File: src/design/rxdcr_pkg.sv
// Constants, types and state layout for the receive sequencer and
// data/clock recovery block.
// Assumes a 10 MHz core clock; all times below are turned into cycle
// counts against that rate.
package rxdcr_pkg;

    // Core clock
    localparam int unsigned CLK_HZ = 10_000_000;
    localparam int unsigned CLK_PERIOD_NS = 100;

    // Amplifier sequencer timing
    localparam int unsigned PG_FREQ_HZ = 614_000;
    localparam int unsigned AMP_ON_TIME_NS = 814;
    // Longest on-time, so round down
    localparam int unsigned AMP_ON_CYC_I = AMP_ON_TIME_NS / CLK_PERIOD_NS;
    localparam int unsigned PG_PERIOD_CYC_I = CLK_HZ / PG_FREQ_HZ;
    localparam int unsigned PG_CNT_W = $clog2(PG_PERIOD_CYC_I);
    localparam logic [PG_CNT_W-1:0] PG_LAST =
        PG_CNT_W'(PG_PERIOD_CYC_I - 1);
    localparam logic [PG_CNT_W-1:0] AMP1_START = PG_CNT_W'(0);
    localparam logic [PG_CNT_W-1:0] AMP2_START =
        PG_CNT_W'(PG_PERIOD_CYC_I / 2);
    localparam logic [PG_CNT_W-1:0] AMP_ON_CYC = PG_CNT_W'(AMP_ON_CYC_I);

    // Gain step encodings of the first amplifier
    localparam logic GAIN_HIGH_35DB = 1'b0;
    localparam logic GAIN_LOW_5DB = 1'b1;

    // Start pattern, sent most significant bit first
    localparam int unsigned START_W = 16;
    localparam logic [START_W-1:0] START_PATTERN = 16'hE2E2;

    // Bit-rate setting, in core clock cycles per bit
    localparam int unsigned BIT_CNT_W = 16;
    localparam logic [BIT_CNT_W-1:0] BIT_PERIOD_MIN = 16'h0004;
    localparam logic [BIT_CNT_W-1:0] BIT_CNT_ZERO = 16'h0000;
    localparam logic [BIT_CNT_W-1:0] BIT_CNT_ONE = 16'h0001;

    // Synchroniser bit positions for the pins
    localparam int unsigned N_PINS = 6;
    localparam int unsigned PIN_SAT = 0;
    localparam int unsigned PIN_AGC_RST = 1;
    localparam int unsigned PIN_THR = 2;
    localparam int unsigned PIN_PEAK = 3;
    localparam int unsigned PIN_PEAK_USED = 4;
    localparam int unsigned PIN_REC_EN = 5;

    // Recovered-bit FIFO
    localparam int unsigned FIFO_DEPTH = 8;
    localparam int unsigned FIFO_WIDTH = 1;

    // Recovery state
    typedef enum logic [1:0] {
        RS_IDLE,
        RS_SEARCH,
        RS_LOCKED
    } rxdcr_rstate_t;

    // Whole state of the top module
    typedef struct packed {
        logic [N_PINS-1:0] sync1;
        logic [N_PINS-1:0] sync2;
        logic [PG_CNT_W-1:0] pg_cnt;
        logic amp1;
        logic amp2;
        logic gain_low;
        logic comp;
        logic comp_prev;
        logic [BIT_CNT_W-1:0] bit_cnt;
        logic [START_W-1:0] shift;
        rxdcr_rstate_t rstate;
        logic [BIT_CNT_W-1:0] ph_cnt;
        logic out_data;
        logic out_clk;
        logic overrun;
    } rxdcr_state_t;

endpackage : rxdcr_pkg

File: src/design/rxdcr_top.sv
// Receive-side sequencer, gain step, compound slicer and data/clock
// recovery, plus the small FIFO between bit sampler and output stage.
// Assumes slicer and flag pins are asynchronous to ref_clk and that the
// recovery enable and bit-rate setting come from configuration logic.
// Outputs are registered; the host samples them with its own clock.
`timescale 1ns/100ps
`default_nettype none

// Small FIFO with valid and ready on both sides and a flush input
module rxdcr_fifo #(
    parameter int unsigned WIDTH = 1,
    parameter int unsigned DEPTH = 8
) (
    // Clock and reset
    input wire logic clk,
    input wire logic rst_n,
    // Flush
    input wire logic flush,
    // Fill side
    input wire logic in_valid,
    output logic in_ready,
    input wire logic [WIDTH-1:0] in_data,
    // Drain side
    output logic out_valid,
    input wire logic out_ready,
    output logic [WIDTH-1:0] out_data
);
    localparam int unsigned AW = $clog2(DEPTH);

    // Power-of-two depth keeps pointer wrap free
    // and the full test simple; other depths are refused
    generate
        if (DEPTH < 2 || (DEPTH & (DEPTH - 1)) != 0 || WIDTH < 1) begin : g_chk
            $error("rxdcr_fifo: DEPTH must be a power of two >= 2");
        end
    endgenerate

    typedef struct packed {
        logic [DEPTH-1:0][WIDTH-1:0] mem;
        logic [AW:0] wr;
        logic [AW:0] rd;
    } rxdcr_fifo_state_t;

    rxdcr_fifo_state_t s_q;
    rxdcr_fifo_state_t s_d;
    logic [AW:0] fill;

    // Extra pointer bit tells full from empty
    // and, with a power-of-two depth, pointers wrap without a compare
    assign fill = s_q.wr - s_q.rd;
    // A full FIFO refuses a push even when a pop is taken the same cycle
    assign in_ready = (fill != (AW + 1)'(DEPTH));
    assign out_valid = (s_q.wr != s_q.rd);
    assign out_data = s_q.mem[s_q.rd[AW-1:0]];

    // Next state
    always_comb begin
        s_d = s_q;
        if (flush) begin
            // Unread words are dropped; the read side keeps its place
            s_d.wr = s_q.rd;
        end else begin
            if (in_valid && in_ready) begin
                s_d.mem[s_q.wr[AW-1:0]] = in_data;
                s_d.wr = s_q.wr + (AW + 1)'(1);
            end
            if (out_valid && out_ready) begin
                s_d.rd = s_q.rd + (AW + 1)'(1);
            end
        end
    end

    // State register
    always_ff @(posedge clk or negedge rst_n) begin
        if (!rst_n) begin
            s_q <= '0;
        end else begin
            s_q <= s_d;
        end
    end
endmodule : rxdcr_fifo

// Top level: sequencer, gain step, slicer path and recovery
module rxdcr_top
    import rxdcr_pkg::*;
#(
    parameter int unsigned FIFO_D = rxdcr_pkg::FIFO_DEPTH
) (
    // Clock and reset
    input wire logic ref_clk,
    input wire logic rst_n,
    // Amplifier control
    input wire logic saturation_onset_flag,
    input wire logic agc_reset,
    output logic first_rf_amp_en,
    output logic second_rf_amp_en,
    output logic gain_step_low,
    // Slicers
    input wire logic threshold_slicer,
    input wire logic peak_relative_slicer,
    input wire logic peak_slicer_used,
    // Configuration
    input wire logic recovery_enable,
    input wire logic [rxdcr_pkg::BIT_CNT_W-1:0] bit_period_cycles,
    // Host link
    output logic rx_serial_out,
    output logic rx_recovered_clock,
    output logic rx_overrun
);
    import rxdcr_pkg::*;

    // Windows must fit their half of the generator period
    // and the FIFO needs room for at least two bits in flight
    generate
        if (AMP_ON_CYC_I < 1 || AMP_ON_CYC_I > PG_PERIOD_CYC_I / 2
            || FIFO_D < 2) begin : g_chk
            $error("rxdcr_top: timing or FIFO depth out of range");
        end
    endgenerate

    // Settings below the minimum would leave no mid-bit point
    function automatic logic [BIT_CNT_W-1:0] eff_period(
        input logic [BIT_CNT_W-1:0] p);
        eff_period = (p < BIT_PERIOD_MIN) ? BIT_PERIOD_MIN : p;
    endfunction : eff_period

    // Window decode shared by both amplifiers; the difference form
    // avoids start plus length overflowing the narrow counter
    function automatic logic in_window(
        input logic [PG_CNT_W-1:0] cnt,
        input logic [PG_CNT_W-1:0] start);
        in_window = ((cnt - start) < AMP_ON_CYC);
    endfunction : in_window

    rxdcr_state_t s_q;
    rxdcr_state_t s_d;
    logic [N_PINS-1:0] pins;
    logic [BIT_CNT_W-1:0] period;
    logic [BIT_CNT_W-1:0] half;
    logic sample_tick;
    logic push_valid;
    logic push_ready;
    logic pop_valid;
    logic pop_ready;
    logic pop_data;
    logic rec_en;

    // Pins gathered for the synchroniser
    assign pins[PIN_SAT] = saturation_onset_flag;
    assign pins[PIN_AGC_RST] = agc_reset;
    assign pins[PIN_THR] = threshold_slicer;
    assign pins[PIN_PEAK] = peak_relative_slicer;
    assign pins[PIN_PEAK_USED] = peak_slicer_used;
    assign pins[PIN_REC_EN] = recovery_enable;

    // Bit timing from the rate setting
    assign period = eff_period(bit_period_cycles);
    // Odd periods round down, so the clock's high phase is the longer
    assign half = period >> 1;
    assign sample_tick = (s_q.bit_cnt == half);
    assign rec_en = s_q.sync2[PIN_REC_EN];

    // Sampler pushes bits only once locked to a start pattern
    assign push_valid = sample_tick && (s_q.rstate == RS_LOCKED);
    // Output stage takes a new bit only when its pulse has ended,
    // so a slow pulse stage never drops a bit already queued
    assign pop_ready = (s_q.rstate == RS_LOCKED) && (s_q.ph_cnt == BIT_CNT_ZERO);

    rxdcr_fifo #(
        .WIDTH(FIFO_WIDTH),
        .DEPTH(FIFO_D)
    ) u_fifo (
        .clk(ref_clk),
        .rst_n(rst_n),
        .flush(s_q.rstate != RS_LOCKED),
        .in_valid(push_valid),
        .in_ready(push_ready),
        .in_data(s_q.comp),
        .out_valid(pop_valid),
        .out_ready(pop_ready),
        .out_data(pop_data)
    );

    // Next state of the whole block
    always_comb begin
        s_d = s_q;

        // Two-stage synchroniser; only sync2 feeds logic. The first
        // stage may go metastable, so nothing else ever reads it.
        for (int i = 0; i < N_PINS; i++) begin
            s_d.sync1[i] = pins[i];
            s_d.sync2[i] = s_q.sync1[i];
        end

        // Pulse generator: one counter drives both windows, so
        // the enables are decoded from disjoint ranges. Decoding the
        // present count makes the first window after reset full length.
        // The period count is rounded down from the generator rate.
        s_d.pg_cnt = (s_q.pg_cnt == PG_LAST) ? PG_CNT_W'(0)
                   : s_q.pg_cnt + PG_CNT_W'(1);
        s_d.amp1 = in_window(s_q.pg_cnt, AMP1_START);
        s_d.amp2 = in_window(s_q.pg_cnt, AMP2_START)
                && !s_d.amp1;

        // Gain step: saturation sets low gain, peak reset restores;
        // set wins if both arrive together
        // The flag is a level, so lasting saturation holds low gain
        if (s_q.sync2[PIN_SAT]) begin
            s_d.gain_low = GAIN_LOW_5DB;
        end else if (s_q.sync2[PIN_AGC_RST]) begin
            s_d.gain_low = GAIN_HIGH_35DB;
        end

        // Compound slicer; threshold slicer always takes part
        // An unused peak slicer is ignored, so its noise cannot gate data
        s_d.comp = s_q.sync2[PIN_THR]
                && (s_q.sync2[PIN_PEAK] || !s_q.sync2[PIN_PEAK_USED]);
        s_d.comp_prev = s_q.comp;

        // Bit timer resyncs on each data edge
        // Restarting at one allows for the edge being seen a cycle late,
        // so the sample at half a period falls near mid-bit
        if (s_q.comp != s_q.comp_prev) begin
            s_d.bit_cnt = BIT_CNT_ONE;
        end else if (s_q.bit_cnt >= period - BIT_CNT_ONE) begin
            s_d.bit_cnt = BIT_CNT_ZERO;
        end else begin
            s_d.bit_cnt = s_q.bit_cnt + BIT_CNT_ONE;
        end

        // Recovered clock pulse: high first half, low second half
        if (s_q.ph_cnt != BIT_CNT_ZERO) begin
            s_d.ph_cnt = s_q.ph_cnt - BIT_CNT_ONE;
            if (s_q.ph_cnt == half) begin
                s_d.out_clk = 1'b0;
            end
        end

        // Recovery walk for a period of P cycles: the last start bit is
        // sampled and the state locks; P cycles later the first data bit
        // is sampled into the FIFO; the next cycle pops it, puts it on
        // the data pin and raises the clock; the clock drops once the
        // pulse counter reaches P/2, so the host's falling-edge sample
        // finds the data long settled. With the FIFO empty the clock
        // simply waits low, which a host sees as a slower bit.
        // The FIFO absorbs the phase slip between the sampler, which
        // resyncs on every data edge, and the pulse stage.
        case (s_q.rstate)
            RS_IDLE: begin
                // Stale bits are dropped so they cannot complete a pattern
                s_d.out_clk = 1'b0;
                s_d.ph_cnt = BIT_CNT_ZERO;
                s_d.overrun = 1'b0;
                s_d.shift = '0;
                if (rec_en) begin
                    s_d.rstate = RS_SEARCH;
                end
            end
            RS_SEARCH: begin
                s_d.out_clk = 1'b0;
                if (!rec_en) begin
                    s_d.rstate = RS_IDLE;
                end else if (sample_tick) begin
                    // Oldest bit ends up in the top position
                    s_d.shift = {s_q.shift[START_W-2:0], s_q.comp};
                    if (s_d.shift == START_PATTERN) begin
                        s_d.rstate = RS_LOCKED;
                    end
                end
            end
            RS_LOCKED: begin
                if (!rec_en) begin
                    // Clearing the enable is the only way out
                    // A pulse in flight is cut short here
                    s_d.rstate = RS_IDLE;
                    s_d.out_clk = 1'b0;
                end else begin
                    // A bit that finds the FIFO full is lost; the flag
                    // stays up until recovery is switched off
                    if (push_valid && !push_ready) begin
                        s_d.overrun = 1'b1;
                    end
                    // First pop lands at mid of first data bit
                    if (pop_ready && pop_valid) begin
                        s_d.out_data = pop_data;
                        s_d.out_clk = 1'b1;
                        s_d.ph_cnt = period - BIT_CNT_ONE;
                    end
                end
            end
            default: begin
                s_d.rstate = RS_IDLE;
            end
        endcase

        // Before lock the pin follows the slicer with no retiming,
        // at a fixed latency, so a host slicing raw bits sees no jitter
        if (s_d.rstate != RS_LOCKED) begin
            s_d.out_data = s_d.comp;
        end
    end

    // State register
    always_ff @(posedge ref_clk or negedge rst_n) begin
        if (!rst_n) begin
            s_q <= '0;
        end else begin
            s_q <= s_d;
        end
    end

    // Outputs straight from the state register
    // so no output glitches on a combinational path
    assign first_rf_amp_en = s_q.amp1;
    assign second_rf_amp_en = s_q.amp2;
    assign gain_step_low = s_q.gain_low;
    assign rx_serial_out = s_q.out_data;
    assign rx_recovered_clock = s_q.out_clk;
    assign rx_overrun = s_q.overrun;
endmodule : rxdcr_top

`default_nettype wire

File: config.mk
export PLATFORM = sky130hd
export DESIGN_NAME = rxdcr_top
export DESIGN_NICKNAME = d
export VERILOG_FILES = /design/src/design/rxdcr_pkg.sv /design/src/design/rxdcr_top.sv
export SDC_FILE = /design/constraint.sdc
export NUM_CORES = 1
export LEC_CHECK = 0
export ABC_AREA = 1
export BUFFER_PORTS_ARGS = -buffer_cell sky130_fd_sc_hd__buf_2
export CAP_MARGIN = 10
export CORE_ASPECT_RATIO = 0.9
export CORE_UTILIZATION = 35
export DETAILED_ROUTE_END_ITERATION = 7
export SETUP_SLACK_MARGIN = 0.1
export SLEW_MARGIN = 10
export SYNTH_ARGS = -nofsm -noshare
export SYNTH_HDL_FRONTEND = slang
export SYNTH_HIERARCHICAL = 1
export SYNTH_SLANG_ARGS = --single-unit
File: constraint.sdc
create_clock -name ref_clk -period 5 [get_ports ref_clk]
set_clock_uncertainty 0.05 [all_clocks]
set_input_delay 1 -clock ref_clk [delete_from_list [all_inputs] [get_ports ref_clk]]
set_output_delay 1 -clock ref_clk [all_outputs]
set_load 0.01 [all_outputs]
==> flow_metrics.env <==
export IMPL_status="finished clean"
export IMPL_leakage_nw=3.11
export IMPL_drtAntennaViolNets=0
export IMPL_p_sw_frac=0.281
export IMPL_synth_fp_nets=784
export IMPL_p_clk_frac=0.424
export IMPL_critPathMaxFanout=16
export IMPL_switchingPower_mw=0.444
export IMPL_dr_first_iter_drc_count=417
export IMPL_h_tree_depth=3
export IMPL_ios=30
export IMPL_p_int_mw=1.13
export IMPL_die_x_um=136
export IMPL_cts_sinks=89
export IMPL_layout_drive_gt1_share=0.130
export IMPL_cpMaxStageDelayCell="nor3_1"
export IMPL_syn_avg_cell_area_sq_um=7.74
export IMPL_coreArea_sq_um=15700
export IMPL_powerDensity_nw_per_um2=250
export IMPL_n_antenna_cell=0
export IMPL_ys_seq_area_frac=0.392
export IMPL_vdd_drop_max_v=0.000143
export IMPL_cp_common_cell="nand3_1"
export IMPL_setup_violations=0
export IMPL_cts_made_buffers=9
export IMPL_cp_data_arrival_time_ns=4.14
export IMPL_ys_warn_count=6
export IMPL_start_kind="primary input"
export IMPL_timing_worst_setup_path_type="primary input to register"
export IMPL_ys_ff_latch=89
export IMPL_vias=4880
export IMPL_rows=43
export IMPL_hold_violations=0
export IMPL_timing_final_crit_share=0.793
export IMPL_path_cells="buf_2 -> nor2_1 -> nand2_2 -> nor2_2 -> nand2_4 -> nand2_1 -> ha_1 -> nand4_1 -> nor3_1 -> nand3_1 -> xor2_1 -> ha_1 -> nand2_1 -> inv_1 -> nand3_1 -> nor3_1 -> nand3_1 -> nand3_1 -> buf_4 -> o21ai_0"
export IMPL_drtPass1Iterations=7
export IMPL_required_ns=5.18
export IMPL_cts_root_buf="clkbuf_16"
export IMPL_tritoncts="built"
export IMPL_timing_final_ws_setup_ns=1.04
export IMPL_synth_top_flop_cell="dfrtp_1"
export IMPL_holdCritPathClass="register to register"
export IMPL_drt_wl_total_um=14300
export IMPL_timing_critical_path_to_type="register"
export IMPL_synthCells=735
export IMPL_sequentialPowerShare=0.477
export IMPL_synth_edf_count=0
export IMPL_cpPeakStageDelay_ns=0.39
export IMPL_async_flop_share=1.00
export IMPL_grt_antenna_before_repair=0
export IMPL_hold_buffers=0
export IMPL_area_growth_pct=10.8
export IMPL_die_height_um=123
export IMPL_avgViaCountPerCell=5.02
export IMPL_setup_tns_final_ns=0
export IMPL_drv_slew=0
export IMPL_place_gp_congestion=0.885
export IMPL_dp_hpwl_um=10900
export IMPL_postCtsResizedCells=0
export IMPL_post_route_util=0.403
export IMPL_grt_use_total=0.189
export IMPL_dp_slack_ns=0.719
export IMPL_min_period_ns=3.96
export IMPL_grt_overflow=0
export IMPL_wl_per_cell_um=14.7
export IMPL_r2r_slack_ns=1.94
export IMPL_rsz0062_at_grt="no"
export IMPL_worstMarginPinSlew_ns=0.709
export IMPL_cap_violations=0
export IMPL_ys_types=40
export IMPL_die_area_sq_um=16800
export IMPL_totalPowerFinal_mw=1.58
export IMPL_nets=814
export IMPL_postCtsSetupBuffers=0
export IMPL_start_util=0.363
export IMPL_grt_pass1_wl_um=24200
export IMPL_grt_max_degree=55
export IMPL_clkTransAtPathRegs_ns=0.07
export IMPL_clockBufferDepth=2
export IMPL_max_freq_mhz=252
export IMPL_clk_latency_ns=0.35
export IMPL_drc=0
export IMPL_pwr_share_comb=0.099
export IMPL_syn_area_sq_um=5690
export IMPL_first_global_vias=4538
export IMPL_relSlewSlack=0.527
export IMPL_io_buffers=29
## flip-flops by register name (all words and copies together) (netlist names)
signal,cells
u_fifo/s_q,16
gain_step_low,1
rx_serial_out,1
rx_recovered_clock,1
s_q,59
rx_overrun,1
s_d,7
rec_en,1
second_rf_amp_en,1
first_rf_amp_en,1
## placed cells by master, fill, tap and decap left out, types with 3 or more instances in the layout
master	n
nor2_1	76
a21oi_1	20
nor4_1	6
nor3_1	25
o32ai_1	4
buf_2	28
nor2_4	5
nand2_4	3
o21ai_0	32
clkbuf_16	9
xor2_1	28
nand3_1	59
o22ai_1	13
xnor2_1	8
buf_4	6
nand3_2	12
nand2_1	151
dfrtp_1	89
nand2_2	10
o211ai_1	3
inv_1	92
nand4_1	22
o21ai_1	6
nor2_2	4
inv_2	9
ha_1	25
## worst max-delay path: cells and delay by family
kind	cells	cell delay, ns
buffers and inverters	3	0.40
xor gates and xnor gates	1	0.18
AOI/OAI and AO/OA	1	0.10
and+or+nand+nor	13	1.95
adders and majority gates	2	0.48
## cell usage after synthesis (2+ instances only)
library cell / n / area [sq um]
nand2_1: 151 / 567
inv_1: 92 / 345
dfrtp_1: 89 / 2230
nor2_1: 76 / 285
nand3_1: 59 / 295
o21ai_0: 32 / 160
xor2_1: 28 / 245
ha_1: 25 / 313
nor3_1: 25 / 125
nand4_1: 22 / 138
a21oi_1: 20 / 100
o22ai_1: 13 / 81.3
nand3_2: 12 / 120
nand2_2: 10 / 62.6
inv_2: 9 / 33.8
xnor2_1: 8 / 70.1
clkbuf_1: 6 / 22.5
nor4_1: 6 / 37.5
o21ai_1: 6 / 30.0
nor2_4: 5 / 56.3
buf_2: 4 / 20.0
buf_6: 4 / 45.0
nor2_2: 4 / 25.0
o32ai_1: 4 / 35.0
nand2_4: 3 / 33.8
o211ai_1: 3 / 22.5
a211oi_1: 2 / 15.0
nand3_4: 2 / 35.0
nand3b_1: 2 / 15.0
o21bai_1: 2 / 15.0
or2_2: 2 / 12.5
## per-stage QoR
| stage | hold slack [ns] | cell area (sq um) | std cells |
|---|---|---|---|
| after floorplan | 0.281 | 5690 | 735 |
| after global placement | 0.283 | 6020 | 956 |
| after detailed placement | 0.286 | 6020 | 956 |
| after CTS | 0.302 | 6300 | 972 |
| after global routing | 0.309 | 6300 | 972 |
| final | 0.299 | 6300 | 972 |
## metal layers
metal | routed length (um) | global-route usage | up-vias
li1 | - | - | 2479
met1 | 7410 | 0.289 | 2287
met2 | 5960 | 0.264 | 105
met3 | 760 | 0.0426 | 9
met4 | 144 | 0.0465 | 0
met5 | 0 | 0 | -
## layout make-up
class / count / area, sq um
inverter: 101 / 379
clock buffer: 9 / 225
timing repair buffer: 34 / 185
multi-input combinational: 530 / 2970
sequential: 89 / 2230
clock inverter: 7 / 61.3
fill: 1587 / 9350
tap: 202 / 253
## power groups by stage
stage	clock network (mW)	registers [mW]	logic, mW
5_1_grt	0.716	0.756	0.179
6_report	0.669	0.753	0.156
2_1_floorplan	0	0.762	0.103
3_3_place_gp	0	0.768	0.156
4_1_cts	0.694	0.754	0.158
3_5_place_dp	0	0.768	0.157
## logic make-up (layout without fill, tap and decap cells)
group                      after synthesis  in the layout  share of synthesized area
and+or+nand+nor                        384            384                      0.327
buffers and inverters                  116            151                     0.0856
DFF                                     89             89                      0.392
AOI/OAI and AO/OA                       85             85                     0.0849
xor gates and xnor gates                36             36                     0.0555
adders and majority gates               25             25                     0.0550
## final timing paths
kind | start | endpoint | cells after the start
worst min register to register | s_d[65] | s_q[65] | 0
max in group asynchronous | rst_n | s_q[11] | 2
worst max register to register | s_q[16] | s_q[11] | 10
worst max-delay path | bit_period_cycles[6] | s_q[37] | 20
min in group asynchronous | rst_n | s_q[34] | 1
worst min-delay path | s_d[65] | s_q[65] | 0
(Power assumes the default switching activity.)
